**src/core/sfrim_cfg.svh**
```systemverilog
/*
  Offsets, field positions, reset values, write masks and cycle counts
  of the lower special-function register bank.
  Assumes an APB slave that maps each register index to one 32-bit word.
*/
`ifndef SFRIM_CFG_SVH
`define SFRIM_CFG_SVH

// ****************************************
// register indices (byte address = 4 * index)
// ****************************************
`define SFRIM_IDX_P0 10'h080
`define SFRIM_IDX_SP 10'h081
`define SFRIM_IDX_DPL 10'h082
`define SFRIM_IDX_DPH 10'h083
`define SFRIM_IDX_POWER_CONTROL 10'h087
`define SFRIM_IDX_TIMER_CONTROL 10'h088
`define SFRIM_IDX_TIMER_MODE 10'h089
`define SFRIM_IDX_TL0 10'h08A
`define SFRIM_IDX_TL1 10'h08B
`define SFRIM_IDX_TH0 10'h08C
`define SFRIM_IDX_TH1 10'h08D
`define SFRIM_IDX_TIMER_CLOCK_SELECT 10'h08E
`define SFRIM_IDX_P1 10'h090
`define SFRIM_IDX_CAP0 10'h092
`define SFRIM_IDX_CAP1 10'h093
`define SFRIM_IDX_CAP2 10'h094
`define SFRIM_IDX_CPU_CLOCK_DIVIDER 10'h095
`define SFRIM_IDX_P3MA 10'h096
`define SFRIM_IDX_P3MB 10'h097
`define SFRIM_IDX_SERIAL_CONTROL 10'h098
`define SFRIM_IDX_SERIAL_BUFFER 10'h099
`define SFRIM_IDX_FLASH 10'h09C
`define SFRIM_IDX_SYS 10'h09F
`define SFRIM_IDX_PMON 10'h0A3
`define SFRIM_IDX_WDT 10'h0A5
`define SFRIM_IDX_TA 10'h0C7

// ****************************************
// reset values and writable-bit masks
// ****************************************
`define SFRIM_RST_PORT 8'hFF
`define SFRIM_RST_SP 8'h07
`define SFRIM_RST_ZERO 8'h00
`define SFRIM_MASK_ALL 8'hFF
`define SFRIM_MASK_POWER_CONTROL 8'hDF
`define SFRIM_MASK_TIMER_CLOCK_SELECT 8'h18
`define SFRIM_MASK_P1 8'hDF
`define SFRIM_MASK_CAP0 8'h77
`define SFRIM_MASK_CAP1 8'h3F
`define SFRIM_MASK_CAP2 8'h70
`define SFRIM_MASK_P3MB 8'h07

// ****************************************
// field positions
// ****************************************
`define SFRIM_POF_BIT 4
`define SFRIM_BROWNOUT_DETECT_ENABLE_BIT 7
`define SFRIM_BOV_BIT 6
`define SFRIM_BROWNOUT_RESET_ENABLE_BIT 4
`define SFRIM_BOF_BIT 3
`define SFRIM_BS_BIT 1
`define SFRIM_WATCHDOG_ENABLE_BIT 7

// ****************************************
// timed-access keys, window, bit region
// ****************************************
`define SFRIM_TA_KEY1 8'hAA
`define SFRIM_TA_KEY2 8'h55
`define SFRIM_TA_WIN 8
`define SFRIM_REGION_BYTE 2'b00
`define SFRIM_REGION_BIT 2'b01

`endif

```
**src/core/sfrim_pkg.sv**
```systemverilog
/*
  Types shared by the register bank: configuration word, exported
  control state, timed-access states.
  Assumes the configuration word is stable while power-on reset is active.
*/
package sfrim_pkg;

  // configuration word bits sampled at power-on
  typedef struct packed {
    logic brownout_detect_enable;
    logic brownout_voltage_select;
    logic brownout_reset_enable;
    logic config_watchdog_enable;
    logic config_boot_select;
    logic [7:0] config_flash_base_high;
  } sfrim_cfg_s;

  // control state handed to the rest of the chip
  typedef struct packed {
    logic brownout_detect_enable;
    logic brownout_voltage_select;
    logic brownout_reset_enable;
    logic brownout_flag;
    logic watchdog_enable;
    logic boot_select;
    logic [7:0] power_control;
    logic [7:0] data_flash_base_high;
    logic [7:0] timer_control;
    logic [7:0] serial_control;
  } sfrim_ctrl_s;

  typedef enum logic [1:0] {
    SFRIM_TA_LOCKED = 2'b00,
    SFRIM_TA_HALF = 2'b01,
    SFRIM_TA_OPEN = 2'b10
  } sfrim_ta_e;

endpackage

```
**src/core/sfrim_top.sv**
```systemverilog
/*
  Lower special-function register bank (indices 80H..9FH, A3H, A5H, C7H) with
  power-on initialisation, retained bits, timed-access guard and
  bit-addressable registers, reached over APB.
  Assumes por_active is high, synchronous to pclk, for at least one
  clock edge of every power-on reset, and cfg_word is stable then.
*/
// Decided for this implementation: the APB register port.
// Contract
// - power-on loads brownout enable, voltage and reset bits; others keep
// - brownout flag set at power-on if enabled, cleared if not; kept otherwise
// - power-on: watchdog enable and boot select inverse of config bits
// - power control flag set on power-on, other bits clear on presetn; warm reset keeps flag only
// - flash base high byte from config at power-on, kept otherwise
// - guarded registers take writes only right after unlock sequence
// - unchanged bits survive all but power-on; config bits from config
// - registers at 80H, 88H, 90H, 98H are bit-addressable
`timescale 1ns/1ps
`include "sfrim_cfg.svh"

module sfrim_top #(
  parameter int ADDR_W = 12,
  parameter int TA_WIN = `SFRIM_TA_WIN
) (
  input wire logic pclk,
  input wire logic presetn,
  input wire logic psel,
  input wire logic penable,
  input wire logic pwrite,
  input wire logic [ADDR_W-1:0] paddr,
  input wire logic [31:0] pwdata,
  input wire logic [3:0] pstrb,
  output logic [31:0] prdata,
  output logic pready,
  output logic pslverr,
  input wire logic por_active,
  input wire sfrim_pkg::sfrim_cfg_s cfg_word,
  output sfrim_pkg::sfrim_ctrl_s ctrl_out
);

  // ****************************************
  // functions
  // ****************************************

  // registers held in the plain array
  function automatic logic plain_reg(input logic [9:0] idx);
    case (idx)
      `SFRIM_IDX_P0, `SFRIM_IDX_SP, `SFRIM_IDX_DPL, `SFRIM_IDX_DPH,
      `SFRIM_IDX_TIMER_CONTROL, `SFRIM_IDX_TIMER_MODE, `SFRIM_IDX_TL0, `SFRIM_IDX_TL1,
      `SFRIM_IDX_TH0, `SFRIM_IDX_TH1, `SFRIM_IDX_TIMER_CLOCK_SELECT, `SFRIM_IDX_P1,
      `SFRIM_IDX_CAP0, `SFRIM_IDX_CAP1, `SFRIM_IDX_CAP2,
      `SFRIM_IDX_CPU_CLOCK_DIVIDER, `SFRIM_IDX_P3MA, `SFRIM_IDX_P3MB,
      `SFRIM_IDX_SERIAL_CONTROL, `SFRIM_IDX_SERIAL_BUFFER: plain_reg = 1'b1;
      default: plain_reg = 1'b0;
    endcase
  endfunction

  // reset value of an array slot
  function automatic logic [7:0] rst_val(input logic [4:0] slot);
    case ({5'b00100, slot})
      `SFRIM_IDX_P0, `SFRIM_IDX_P1: rst_val = `SFRIM_RST_PORT;
      `SFRIM_IDX_SP: rst_val = `SFRIM_RST_SP;
      default: rst_val = `SFRIM_RST_ZERO;
    endcase
  endfunction

  // writable bits of an array slot; reserved bits stay at reset
  function automatic logic [7:0] wmask(input logic [4:0] slot);
    case ({5'b00100, slot})
      `SFRIM_IDX_TIMER_CLOCK_SELECT: wmask = `SFRIM_MASK_TIMER_CLOCK_SELECT;
      `SFRIM_IDX_P1: wmask = `SFRIM_MASK_P1;
      `SFRIM_IDX_CAP0: wmask = `SFRIM_MASK_CAP0;
      `SFRIM_IDX_CAP1: wmask = `SFRIM_MASK_CAP1;
      `SFRIM_IDX_CAP2: wmask = `SFRIM_MASK_CAP2;
      `SFRIM_IDX_P3MB: wmask = `SFRIM_MASK_P3MB;
      default: wmask = `SFRIM_MASK_ALL;
    endcase
  endfunction

  // merge new data into old under a mask
  function automatic logic [7:0] merge(
    input logic [7:0] old_v,
    input logic [7:0] new_v,
    input logic [7:0] mask
  );
    merge = (old_v & ~mask) | (new_v & mask);
  endfunction

  // ****************************************
  // bus decode
  // ****************************************
  localparam int TA_CNT_W = $clog2(TA_WIN + 1);
  localparam logic [TA_CNT_W-1:0] TA_WIN_C = TA_CNT_W'(TA_WIN);

  logic [9:0] idx;
  logic [1:0] region;
  logic [7:0] bit_addr;
  logic [4:0] bit_slot;
  logic [2:0] bit_pos;
  logic byte_rgn;
  logic bit_hit;
  logic plain_hit;
  logic own_hit;
  logic hit;
  logic guarded;
  logic wr_fire;
  logic wr_byte;
  logic [7:0] wbyte;

  // address split: byte index or bit address
  assign idx = paddr[11:2];
  assign region = idx[9:8];
  assign bit_addr = idx[7:0];
  assign bit_slot = {bit_addr[4:3], 3'b000};
  assign bit_pos = bit_addr[2:0];
  assign byte_rgn = (region == `SFRIM_REGION_BYTE);
  assign bit_hit = (region == `SFRIM_REGION_BIT)
                   && (bit_addr[7:5] == 3'b100);
  assign plain_hit = byte_rgn && plain_reg(idx);
  assign wbyte = pwdata[7:0];

  // registers outside the array
  always_comb begin
    own_hit = 1'b0;
    guarded = 1'b0;
    if (byte_rgn) begin
      case (idx)
        `SFRIM_IDX_POWER_CONTROL, `SFRIM_IDX_TA: own_hit = 1'b1;
        `SFRIM_IDX_FLASH, `SFRIM_IDX_SYS, `SFRIM_IDX_PMON,
        `SFRIM_IDX_WDT: begin
          own_hit = 1'b1;
          guarded = 1'b1;
        end
        default: own_hit = 1'b0;
      endcase
    end
  end

  // completed write; byte lane 0 carries the data
  assign hit = plain_hit || own_hit || bit_hit;
  assign wr_fire = psel && penable && pwrite && hit;
  assign wr_byte = wr_fire && pstrb[0];

  // zero-wait answer, error on an unmapped index
  assign pready = psel && penable;
  assign pslverr = psel && penable && !hit;

  // ****************************************
  // timed-access guard
  // ****************************************
  sfrim_pkg::sfrim_ta_e ta_q;
  logic [TA_CNT_W-1:0] ta_cnt_q;
  logic ta_key_wr;
  logic ta_open;

  assign ta_key_wr = wr_byte && byte_rgn && (idx == `SFRIM_IDX_TA);
  assign ta_open = (ta_q == sfrim_pkg::SFRIM_TA_OPEN);

  // first key, second key, then one guarded write inside the window
  always_ff @(posedge pclk or negedge presetn) begin
    if (!presetn) begin
      ta_q <= sfrim_pkg::SFRIM_TA_LOCKED;
    end else if (ta_key_wr && wbyte == `SFRIM_TA_KEY1) begin
      ta_q <= sfrim_pkg::SFRIM_TA_HALF;
    end else begin
      case (ta_q)
        sfrim_pkg::SFRIM_TA_LOCKED: ta_q <= sfrim_pkg::SFRIM_TA_LOCKED;
        sfrim_pkg::SFRIM_TA_HALF: begin
          if (ta_key_wr && wbyte == `SFRIM_TA_KEY2) begin
            ta_q <= sfrim_pkg::SFRIM_TA_OPEN;
          end else if (wr_fire || ta_cnt_q == '0) begin
            ta_q <= sfrim_pkg::SFRIM_TA_LOCKED;
          end
        end
        sfrim_pkg::SFRIM_TA_OPEN: begin
          if (wr_fire || ta_cnt_q == '0) begin
            ta_q <= sfrim_pkg::SFRIM_TA_LOCKED;
          end
        end
        default: ta_q <= sfrim_pkg::SFRIM_TA_LOCKED;
      endcase
    end
  end

  // window counter, reloaded by each accepted key
  always_ff @(posedge pclk or negedge presetn) begin
    if (!presetn) begin
      ta_cnt_q <= '0;
    end else if (ta_key_wr && (wbyte == `SFRIM_TA_KEY1
                 || (wbyte == `SFRIM_TA_KEY2
                     && ta_q == sfrim_pkg::SFRIM_TA_HALF))) begin
      ta_cnt_q <= TA_WIN_C;
    end else if (ta_cnt_q != '0) begin
      ta_cnt_q <= ta_cnt_q - 1'b1;
    end
  end

  // guarded write allowed only with the guard open
  logic gwr;
  assign gwr = wr_byte && guarded && ta_open;

  // ****************************************
  // plain register array
  // ****************************************
  logic [7:0] arr_q [32];
  logic [4:0] slot;
  assign slot = idx[4:0];

  // byte writes and single-bit writes
  always_ff @(posedge pclk or negedge presetn) begin
    if (!presetn) begin
      for (int i = 0; i < 32; i++) begin
        arr_q[i] <= rst_val(5'(i));
      end
    end else if (wr_byte && plain_hit) begin
      arr_q[slot] <= merge(arr_q[slot], wbyte, wmask(slot));
    end else if (wr_byte && bit_hit) begin
      arr_q[bit_slot] <= merge(arr_q[bit_slot], {8{pwdata[0]}},
        wmask(bit_slot) & (8'h01 << bit_pos));
    end
  end

  // ****************************************
  // power control, ordinary bits
  // ****************************************
  logic [7:0] power_control_lo_q;

  // every bit but the power-on flag clears on presetn reset, not on por_active alone
  always_ff @(posedge pclk or negedge presetn) begin
    if (!presetn) begin
      power_control_lo_q <= `SFRIM_RST_ZERO;
    end else if (wr_byte && byte_rgn && idx == `SFRIM_IDX_POWER_CONTROL) begin
      power_control_lo_q <= wbyte & `SFRIM_MASK_POWER_CONTROL
                   & ~(8'h01 << `SFRIM_POF_BIT);
    end
  end

  // ****************************************
  // retained bits, loaded only at power-on
  // ****************************************
  logic pof_q;
  logic brownout_detect_enable_q;
  logic bov_q;
  logic brownout_reset_enable_q;
  logic bof_q;
  logic watchdog_enable_q;
  logic bs_q;
  logic [7:0] flash_q;

  // power-on flag: set at power-on, else software may clear
  always_ff @(posedge pclk) begin
    if (por_active) begin
      pof_q <= 1'b1;
    end else if (wr_byte && byte_rgn && idx == `SFRIM_IDX_POWER_CONTROL) begin
      pof_q <= wbyte[`SFRIM_POF_BIT];
    end
  end

  // brownout controls
  always_ff @(posedge pclk) begin
    if (por_active) begin
      brownout_detect_enable_q <= cfg_word.brownout_detect_enable;
      bov_q <= cfg_word.brownout_voltage_select;
      brownout_reset_enable_q <= cfg_word.brownout_reset_enable;
    end else if (gwr && idx == `SFRIM_IDX_PMON) begin
      brownout_detect_enable_q <= wbyte[`SFRIM_BROWNOUT_DETECT_ENABLE_BIT];
      bov_q <= wbyte[`SFRIM_BOV_BIT];
      brownout_reset_enable_q <= wbyte[`SFRIM_BROWNOUT_RESET_ENABLE_BIT];
    end
  end

  // brownout flag: set at power-on when detection enabled
  always_ff @(posedge pclk) begin
    if (por_active) begin
      bof_q <= cfg_word.brownout_detect_enable;
    end else if (gwr && idx == `SFRIM_IDX_PMON) begin
      bof_q <= wbyte[`SFRIM_BOF_BIT];
    end
  end

  // watchdog enable and boot select, inverted from config
  always_ff @(posedge pclk) begin
    if (por_active) begin
      watchdog_enable_q <= ~cfg_word.config_watchdog_enable;
      bs_q <= ~cfg_word.config_boot_select;
    end else begin
      if (gwr && idx == `SFRIM_IDX_WDT) begin
        watchdog_enable_q <= wbyte[`SFRIM_WATCHDOG_ENABLE_BIT];
      end
      if (gwr && idx == `SFRIM_IDX_SYS) begin
        bs_q <= wbyte[`SFRIM_BS_BIT];
      end
    end
  end

  // data flash base high byte
  always_ff @(posedge pclk) begin
    if (por_active) begin
      flash_q <= cfg_word.config_flash_base_high;
    end else if (gwr && idx == `SFRIM_IDX_FLASH) begin
      flash_q <= wbyte;
    end
  end

  // ****************************************
  // read path
  // ****************************************
  logic [7:0] power_control_rd;
  logic [7:0] rd_byte;
  logic [31:0] rd_word;
  logic [31:0] prdata_q;

  assign power_control_rd = power_control_lo_q | ({7'h00, pof_q} << `SFRIM_POF_BIT);

  // byte view of the addressed register
  always_comb begin
    rd_byte = 8'h00;
    if (plain_hit) begin
      rd_byte = arr_q[slot];
    end else if (byte_rgn) begin
      case (idx)
        `SFRIM_IDX_POWER_CONTROL: rd_byte = power_control_rd;
        `SFRIM_IDX_FLASH: rd_byte = flash_q;
        `SFRIM_IDX_SYS: rd_byte = {6'h00, bs_q, 1'b0};
        `SFRIM_IDX_PMON: rd_byte = {brownout_detect_enable_q, bov_q, 1'b0, brownout_reset_enable_q,
                                    bof_q, 3'b000};
        `SFRIM_IDX_WDT: rd_byte = {watchdog_enable_q, 7'h00};
        `SFRIM_IDX_TA: rd_byte = {7'h00, ta_open};
        default: rd_byte = 8'h00;
      endcase
    end
  end

  // bit region reads the one bit in position 0
  always_comb begin
    rd_word = 32'h0000_0000;
    if (bit_hit) begin
      rd_word = {31'h0000_0000, arr_q[bit_slot][bit_pos]};
    end else begin
      rd_word = {24'h00_0000, rd_byte};
    end
  end

  // read data captured in the setup cycle
  always_ff @(posedge pclk or negedge presetn) begin
    if (!presetn) begin
      prdata_q <= 32'h0000_0000;
    end else if (psel && !penable && !pwrite) begin
      prdata_q <= rd_word;
    end
  end

  assign prdata = prdata_q;

  // ****************************************
  // exported control state
  // ****************************************
  always_comb begin
    ctrl_out.brownout_detect_enable = brownout_detect_enable_q;
    ctrl_out.brownout_voltage_select = bov_q;
    ctrl_out.brownout_reset_enable = brownout_reset_enable_q;
    ctrl_out.brownout_flag = bof_q;
    ctrl_out.watchdog_enable = watchdog_enable_q;
    ctrl_out.boot_select = bs_q;
    ctrl_out.power_control = power_control_rd;
    ctrl_out.data_flash_base_high = flash_q;
    ctrl_out.timer_control = arr_q[5'(`SFRIM_IDX_TIMER_CONTROL - 10'h080)];
    ctrl_out.serial_control = arr_q[5'(`SFRIM_IDX_SERIAL_CONTROL - 10'h080)];
  end

endmodule

```
**config.mk**
```make
export PLATFORM = sky130hd
export DESIGN_NAME = sfrim_top
export DESIGN_NICKNAME = d
export VERILOG_FILES = /design/src/core/sfrim_pkg.sv /design/src/core/sfrim_top.sv
export VERILOG_INCLUDE_DIRS = /design/src /design/src/core
export SDC_FILE = /design/constraint.sdc
export NUM_CORES = 1
export LEC_CHECK = 0
export BUFFER_PORTS_ARGS = -buffer_cell sky130_fd_sc_hd__buf_2
export CAP_MARGIN = 20
export CORE_MARGIN = 5
export CORE_UTILIZATION = 64
export CTS_CLUSTER_SIZE = 25
export DETAILED_ROUTE_END_ITERATION = 8
export GPL_TIMING_DRIVEN = 1
export PLACE_DENSITY_LB_ADDON = 0.2
export RECOVER_POWER = 50
export SLEW_MARGIN = 0
export SYNTH_ARGS = -nofsm -noshare
export SYNTH_HDL_FRONTEND = slang
export SYNTH_SLANG_ARGS = --single-unit
```
**constraint.sdc**
```tcl
create_clock -name pclk -period 5.8 [get_ports pclk]
set_clock_uncertainty 0.1 [all_clocks]
set_input_delay 0.29 -clock pclk [delete_from_list [all_inputs] [get_ports pclk]]
set_output_delay 0.29 -clock pclk [all_outputs]
set_load 0.05 [all_outputs]
```
==> results of run 1 <==
[cells in the mapped netlist, types with 4 or more instances]
master,count
nor3_1,6
a21o_1,5
clkbuf_4,4
nand3b_1,5
a221o_1,4
nor2b_1,9
nand3_1,31
or3_1,5
o21ai_1,32
buf_6,19
nor3_2,5
clkbuf_1,136
o2111ai_1,5
inv_1,16
o22ai_1,7
o21ai_2,4
o31ai_1,9
edfxtp_1,14
a21oi_1,40
a22oi_1,29
mux2_2,39
buf_4,59
dfstp_2,19
a31oi_1,5
dfrtp_1,257
nand2_1,163
nor4_1,5
nor2_1,58
and3_1,6
buf_2,16
nand2b_1,5
nand4_1,6
o21ai_0,89
mux4_2,35
mux2i_1,80
[layout make-up]
cell class	instances	area (µm²)	share of cell area [%]
multi-input combinational	796	5754	37.70
timing repair buffer	117	663.1	4.344
clock inverter	20	294.0	1.926
sequential	291	7371	48.29
clock buffer	34	764.5	5.008
inverter	18	67.56	0.4426
tap	280	350.3	2.295
[cells by family (layout without fill, tap and decap cells)]
kind of cell	count (synthesis)	after routing	synth area share, %
buffers and inverters	256	189	9.519
other	1	25	0.02603
AO/OA/AOI/OAI	266	266	11.83
AND/OR/NAND/NOR	338	338	11.73
XOR/XNOR	3	3	0.1824
adder cells (fa/ha/maj)	3	3	0.2606
flip-flops	291	291	51.16
multiplexers	161	161	15.29
[state kept, by name, indices dropped and copies added (netlist names)]
| signal | cells |
|---|---|
| brownout_reset_enable_q | 1 |
| arr_q | 240 |
| ctrl_out | 16 |
| bs_q | 1 |
| bov_q | 1 |
| brownout_detect_enable_q | 1 |
| flash_q | 8 |
| pof_q | 1 |
| power_control_lo_q | 6 |
| prdata | 8 |
| watchdog_enable_q | 1 |
| ta_q | 2 |
| ta_cnt_q | 4 |
| bof_q | 1 |
[worst min-delay path: stages]
cell and delay, ns:
buf_2 0.17, nand3_1 0.10, nand3_1 0.07
[how the worst max path moves through the flow]
stage / start / to / slack (ns) / cells past startpoint
after global routing: paddr[4] / pslverr / 1.89 / 8
after global placement: paddr[4] / arr_q[55] / 2.30 / 8
after CTS: paddr[3] / pslverr / 2.67 / 8
final: paddr[4] / pslverr / 1.92 / 8
after floorplan: penable / arr_q[98] / 3.18 / 8
after detailed placement: paddr[4] / arr_q[163] / 2.21 / 9
[per-stage QoR]
stage	power (W)	std cells	util (%)	hold slack (ns)	instance area (µm²)
detailed placement	0.002610	1487	64.14	0.2584	14130
floorplan	0.002488	1343	-	-0.1056	14500
global route	0.004800	1556	69.30	0.02379	15260
global placement	0.002603	1486	64.10	0.2581	14120
CTS	0.004670	1556	69.63	0.006213	15340
finish	0.004655	1556	69.30	0.03040	15260
[routing by layer]
metal  vias to the layer above  part of all wire (%)  wire length (µm)  track usage, %
met5                         -                     0                 0               0
met4                         0                   3.7              1365           10.32
met3                        98                   9.5              3458           5.155
met2                       565                    45             16440           43.56
met1                      4826                    42             15160           41.10
li1                       4406                     -                 -               -
[power by group through the flow]
stage	registers, W	logic, W	clock network (W)
floorplan	0.00218	0.000307	0
global placement	0.00214	0.000463	0
detailed placement	0.00214	0.000470	0
CTS	0.00210	0.000480	0.00209
global route	0.00211	0.000512	0.00218
finish	0.00210	0.000478	0.00207
==> key figures, run 1 <==
Run status
  – Status: finished, violations left
  – Violated checks: max-capacitance violations, max-slew violations

Yosys
  – Cell variety after synth: 90
  – Post-synth EDFFs: 14
  – Seq/Total Area, Yosys: between 50% and 60%
  – Synth Cell Area: between 10,000 and 15,000 µm²
  – Asr flop ratio synth: a little over nine tenths
  – Gate Count Post-Synth: about 1,300
  – #FFs+latches synth: just under 300
  – Largest cells by area after synthesis: dfrtp_1 (45%), mux2i_1 (5.6%), mux4_2 (5.5%)
  – Synth area leader: dfrtp_1
  – Post-synth top area share: roughly 45%
  – Ys Warns: 0
  – Avg Cell Area, Syn: 10.92 µm²
  – Primary FF master, synth: dfrtp_1

Min path
  – Hold path start: pwdata[4]
  – Hold endpoint: pof_q
  – Worst Hold Depth: 3
  – HP Class: in2reg

Timing
  – Slew Limit Headroom: -95.91%
  – Worst-margin pin slew: just under 3 ns
  – RSZ-0062 raised after global routing: false
  – Final setup vio count: 0
  – Fin crit share: roughly two thirds
  – Final worst slack: approximately 1.9 ns
  – Fmax achieved: approximately 260 MHz
  – Final Max Slew Viols: 154
  – Fin. Hold Viols: 0
  – Min cycle time layout: approximately 4 ns
  – Post-route setup TNS: 0 ns

Job
  – Max cap viols: 2

Layout
  – Fillers: 1,597
  – Ant diodes: 0
  – Commonest non-fill, non-tap cell in the layout: dfrtp_1
  – Layout cells sized above 1: between 10% and 20%
  – Commonest cells after routing, fill and taps aside: dfrtp_1 (257), nand2_1 (163), o21ai_0 (89), mux2i_1 (80), nor2_1 (58)
  – Layout Nets: between 1,000 and 1,500
  – Area Overhead vs Synth: 5.958%

Floorplan
  – # IOs: around 140
  – Initial Utilization: around two thirds
  – Die Height: 160.0 µm
  – Die width: between 150 and 200 µm
  – Die area: ~26,000 µm²
  – Core area: 22,030 µm²
  – Cell row count: 54

Worst setup path
  – Flop2flop setup slack: about 3.1 ns
  – Nature of the critical path endpoint: output pin
  – R2R cell count: 6
  – Buf/Inv on CP: 3
  – Setup CP Type: in2out
  – Delay-heaviest family, CP: buffers and inverters
  – CP max stage delay: approximately 1.1 ns
  – CP Data Required Time: ~5.4 ns
  – Slowest CP cell: clkbuf_1
  – Critical-path maximum fanout: 33
  – Type of origin of the critical path: input port
  – CP arrival: around 3.5 ns
  – Reg-to-Reg End: arr_q[160]
  – CP cell instances: clkbuf_1 > buf_4 > nand3b_1 > a21oi_1 > o21ai_0 > a211oi_1 > and2_1 > buf_2
  – Worst reg2reg path startpoint: ctrl_out[8]

Detailed routing
  – DRC Markers: 0
  – 1st-pass router iterations: 5
  – Post-DR wirelength/cell: 23.41 µm
  – Initial DRC count: approximately 1,200
  – Vias: 9,895
  – Overall routed net length: 36,420 µm
  – Post-route antenna net violation count: 0
  – Via-per-instance ratio: about 6.4

Clock network
  – TritonCTS Sinks: ~290
  – H-tree depth: 1
  – Hold Buf Count CTS: 15
  – Clk root buf: clkbuf_16
  – Clk slew on worst S/H paths: 0.06 ns
  – Max Root-Sink Buffers: 3
  – PostCTS Resize Cnt: 0
  – Clk_lat worst skew: approximately 0.55 ns
  – Postcts setup bufs: 0
  – Num CTS Buffers: 29
  – CTS tree: yes

Place
  – Input/output buffers: 84
  – Pre-CTS setup slack: around 2.2 ns
  – RePlAce Congestion: just over 0.9
  – HPWL Detailed: about 25,000 µm

Global route
  – Congestion Overflow GR: 0
  – First-pass GRT wire length: between 50,000 and 60,000 µm
  – Vias in the first global route: ~10,000
  – Initial antenna violation count: 0
  – GRT Total Usage: roughly 28%
  – Largest net degree at the start of global routing: between 150 and 200

Power
  – Pleak: ~7 nW
  – Int Pwr: approximately 0.0035 W
  – Net Sw Frac: 25.48%
  – Pwr dens: about 300 nW/µm²
  – Psw: ~0.0012 W
  – Worst vdd ir: 0.2226 mV
  – Flop pwr share: a little under half
  – Comb pwr share: about 10%
  – Clock power share: between 40 and 50%
Note: power is estimated with default switching activity, not from simulation.
==> run 2, diff against run 1 <==
--- a/config.mk
+++ b/config.mk
@@ -9,7 +9,7 @@
 export BUFFER_PORTS_ARGS = -buffer_cell sky130_fd_sc_hd__buf_2
 export CAP_MARGIN = 20
 export CORE_MARGIN = 5
-export CORE_UTILIZATION = 64
+export CORE_UTILIZATION = 54
 export CTS_CLUSTER_SIZE = 25
 export DETAILED_ROUTE_END_ITERATION = 8
 export GPL_TIMING_DRIVEN = 1
==> constraint.sdc (replaced) <==
create_clock -name pclk -period 3.15 [get_ports pclk]
set_clock_uncertainty 0.1 [all_clocks]
set_input_delay 0.1575 -clock pclk [delete_from_list [all_inputs] [get_ports pclk]]
set_output_delay 0.1575 -clock pclk [all_outputs]
set_load 0.05 [all_outputs]
==> run 2 against run 1 <==
The flow still finishes with violations (max-capacitance violations, max-slew violations). Flip-flop and latch count unchanged. Worst setup slack got worse by 1.8 ns. Via count increased by 1.0%. Power increased by 82%. Cell count increased by 8.0%. Clock power increased by 76%. Combinational power increased by 100%. Register-to-register slack got worse by 3.0 ns. Utilization decreased by 8.3 points. Non-clock buffer count increased by 66. Largest cell class unchanged. Largest power group unchanged. Highest routed layer unchanged.
==> key figures, run 2 (same netlist as run 1, synthesis figures left out) <==
Worst setup path
  – Critical-path maximum fanout: 2 (-94%)
  – CP Data Required Time: 3.55 ns (-1.86 ns)
  – CP dominant cell by count: dlygate4sd3_1
  – Type of origin of the critical path: flop
  – Buf/Inv on CP: 3 (unchanged)
  – Setup CP Type: reg2reg
  – CP arrival: 3.44 ns (-0.05 ns)
  – Delay-heaviest family, CP: buffers and inverters
  – Nature of the critical path endpoint: flop
  – CP max stage delay: 0.60 ns (-0.49 ns)
  – Slowest CP cell: dlygate4sd3_1
  – CP cell instances: inv_1 > ha_1 > nor4bb_2 > nand3b_1 > or4_1 > dlygate4sd3_1 > o22ai_1 > dlygate4sd3_1

Global route
  – Largest net degree at the start of global routing: 87 (-45%)
  – Congestion Overflow GR: 0 (unchanged)
  – First-pass GRT wire length: 59,890 µm (+4.2%)
  – Initial antenna violation count: 0 (unchanged)
  – GRT Total Usage: 25.02% (-3.3 points)
  – Vias in the first global route: 10,300 (+2.8%)

Detailed routing
  – DRC Markers: 0 (unchanged)
  – Vias: 9,995 (+1.0%)
  – Post-DR wirelength/cell: 22.42 µm (-4.2%)
  – Overall routed net length: 37,660 µm (+3.4%)
  – Post-route antenna net violation count: 0 (unchanged)
  – 1st-pass router iterations: 5 (unchanged)
  – Via-per-instance ratio: 5.949 (-6.4%)
  – Initial DRC count: 976 (-18%)

Layout
  – Flip-flop and latch area: 7371 µm² (unchanged)
  – Fillers: 2,092 (+31%)
  – Commonest non-fill, non-tap cell in the layout: dfrtp_1
  – Layout Nets: 1,391 (+5.1%)
  – Largest register FFs: 240 (unchanged)
  – Ant diodes: 0 (unchanged)
  – Commonest cells after routing, fill and taps aside: dfrtp_1 (257), nand2_1 (163), o21ai_0 (89), buf_2 (81), mux2i_1 (80)
  – Largest Register: arr_q
  – Area of the multi-input gates: 5766 µm² (+0.20%)
  – Layout cells sized above 1: 24.31% (+5.9 points)
  – Final std cells w/o fill: 1,680 (+8.0%)
  – Area Overhead vs Synth: 10.73%

Floorplan
  – Die Height: 173.3 µm (+8.3%)
  – Die area: 30,050 µm² (+17%)
  – # IOs: 139 (unchanged)
  – Die width: 173.3 µm (+8.3%)
  – Initial Utilization: 55.13% (-10 points)
  – Core area: 26,130 µm² (+19%)
  – Cell row count: 59 (+9.3%)

Power
  – Comb pwr share: 11.3% (+1.0 points)
  – Pwr dens: 531.6 nW/µm² (+74%)
  – Int Pwr: 0.006252 W (+80%)
  – Clock power share: 43.0% (-1.5 points)
  – Overall power: 0.008480 W (+82%)
  – Psw: 0.002228 W (+88%)
  – Worst vdd ir: 0.4272 mV (+92%)
  – Net Sw Frac: 26.27% (+0.79 points)
  – Flop pwr share: 45.7% (+0.5 points)
  – Pleak: 7.289 nW (+7.1%)

Clock network
  – Postcts setup bufs: 0 (unchanged)
  – Num CTS Buffers: 31 (+6.9%)
  – TritonCTS Sinks: 291 (unchanged)
  – Clk slew on worst S/H paths: 0.06 ns (about the same)
  – H-tree depth: 1 (unchanged)
  – Clk root buf: clkbuf_16
  – Max Root-Sink Buffers: 3 (unchanged)
  – Clk_lat worst skew: 0.57 ns (+0.02 ns)
  – CTS tree: yes

Timing
  – Post-route setup TNS: 0 ns (unchanged)
  – Final setup vio count: 0 (unchanged)
  – Slew Limit Headroom: -56.26% (+40 points)
  – Fin. Hold Viols: 0 (unchanged)
  – RSZ-0062 raised after global routing: false
  – Hold_ws: 0.03223 ns (+0.001824 ns)
  – Fmax achieved: around 330 MHz
  – Fin crit share: 96.36%
  – Min cycle time layout: 3.035 ns
  – Worst-margin pin slew: 2.344 ns (-0.5947 ns)
  – Final Max Slew Viols: 86 (-44%)

Run status
  – Status: finished, violations left
  – Violated checks: max-capacitance violations, max-slew violations

Place
  – HPWL Detailed: 26,550 µm (+7.8%)
  – RePlAce Congestion: 0.9344 (about the same)
  – Placed insts: 1,583 (+6.5%)
  – Input/output buffers: 84 (unchanged)

Min path
  – HP Class: in2reg

Job
  – Max cap viols: 1 (-1)
## run 2: changes by cell type in the layout (fill, tap and decap cells not counted), sizes merged
cell,delta
buf,+86
bufinv,-5
clkbuf,-36
clkinv,+2
clkinvlp,-4
dlygate4sd3,+25
inv,+1
## run 2: worst min-delay path, cell delays in order
cell and delay (ns):
buf_2 0.12, nor3b_1 0.06, buf_4 0.18, nor2_1 0.09, nor2_1 0.04
## run 2: path summary, 6_finish.rpt
kind | from | to | slack (ns) | depth (start not counted)
setup / recovery | ta_q[1] | ta_q[1] | 0.11 | 8
hold / removal | pwrite | prdata[3] | 0.03 | 5
setup reg to reg | ta_q[1] | ta_q[1] | 0.11 | 8
hold reg to reg | arr_q[119] | arr_q[119] | 0.27 | 0
max in group asynchronous | presetn | arr_q[247] | 0.56 | 3
min in group asynchronous | presetn | arr_q[226] | 0.73 | 2
## run 2: through the flow
step	setup WS (ns)	cell area (µm²)	utilization, %
after floorplan	0.6607	14500	-
after global placement	0.4051	14550	55.66
after detailed placement	0.3164	14550	55.66
after CTS	0.1892	15970	61.10
after global routing	0.03252	15950	61.05
final	0.1145	15950	61.05
## run 2: cell type report
cell class                      count  area share [%]
Inverter                           18          0.4235
Sequential cell                   291           46.20
Tap cell                          335           2.627
Clock inverter                     14          0.8706
Timing Repair Buffer              183           8.212
Multi-Input combinational cell    796           36.14
Clock buffer                       43           5.522
## run 2: timing repair
action	in CTS	in global routing
hold endpoints to repair	107	0
endpoints found under the setup margin	0	1
hold buffers	40	0
resized for setup	0	1
## run 2: power groups by stage
stage | Sequential [W] | Clock [W] | Combinational [W]
2_1_floorplan | 0.00402 | 0 | 0.000565
3_3_place_gp | 0.00394 | 0 | 0.000904
3_5_place_dp | 0.00394 | 0 | 0.000914
4_1_cts | 0.00387 | 0.00368 | 0.000956
5_1_grt | 0.00388 | 0.00385 | 0.00104
6_report | 0.00387 | 0.00365 | 0.000959
## run 2: metal layers
layer  global-route usage, %  share of wire [%]
met1                   36.19                 43
met2                   38.81                 46
met3                   5.409                8.7
met4                   6.684                2.7
met5                       0                  0
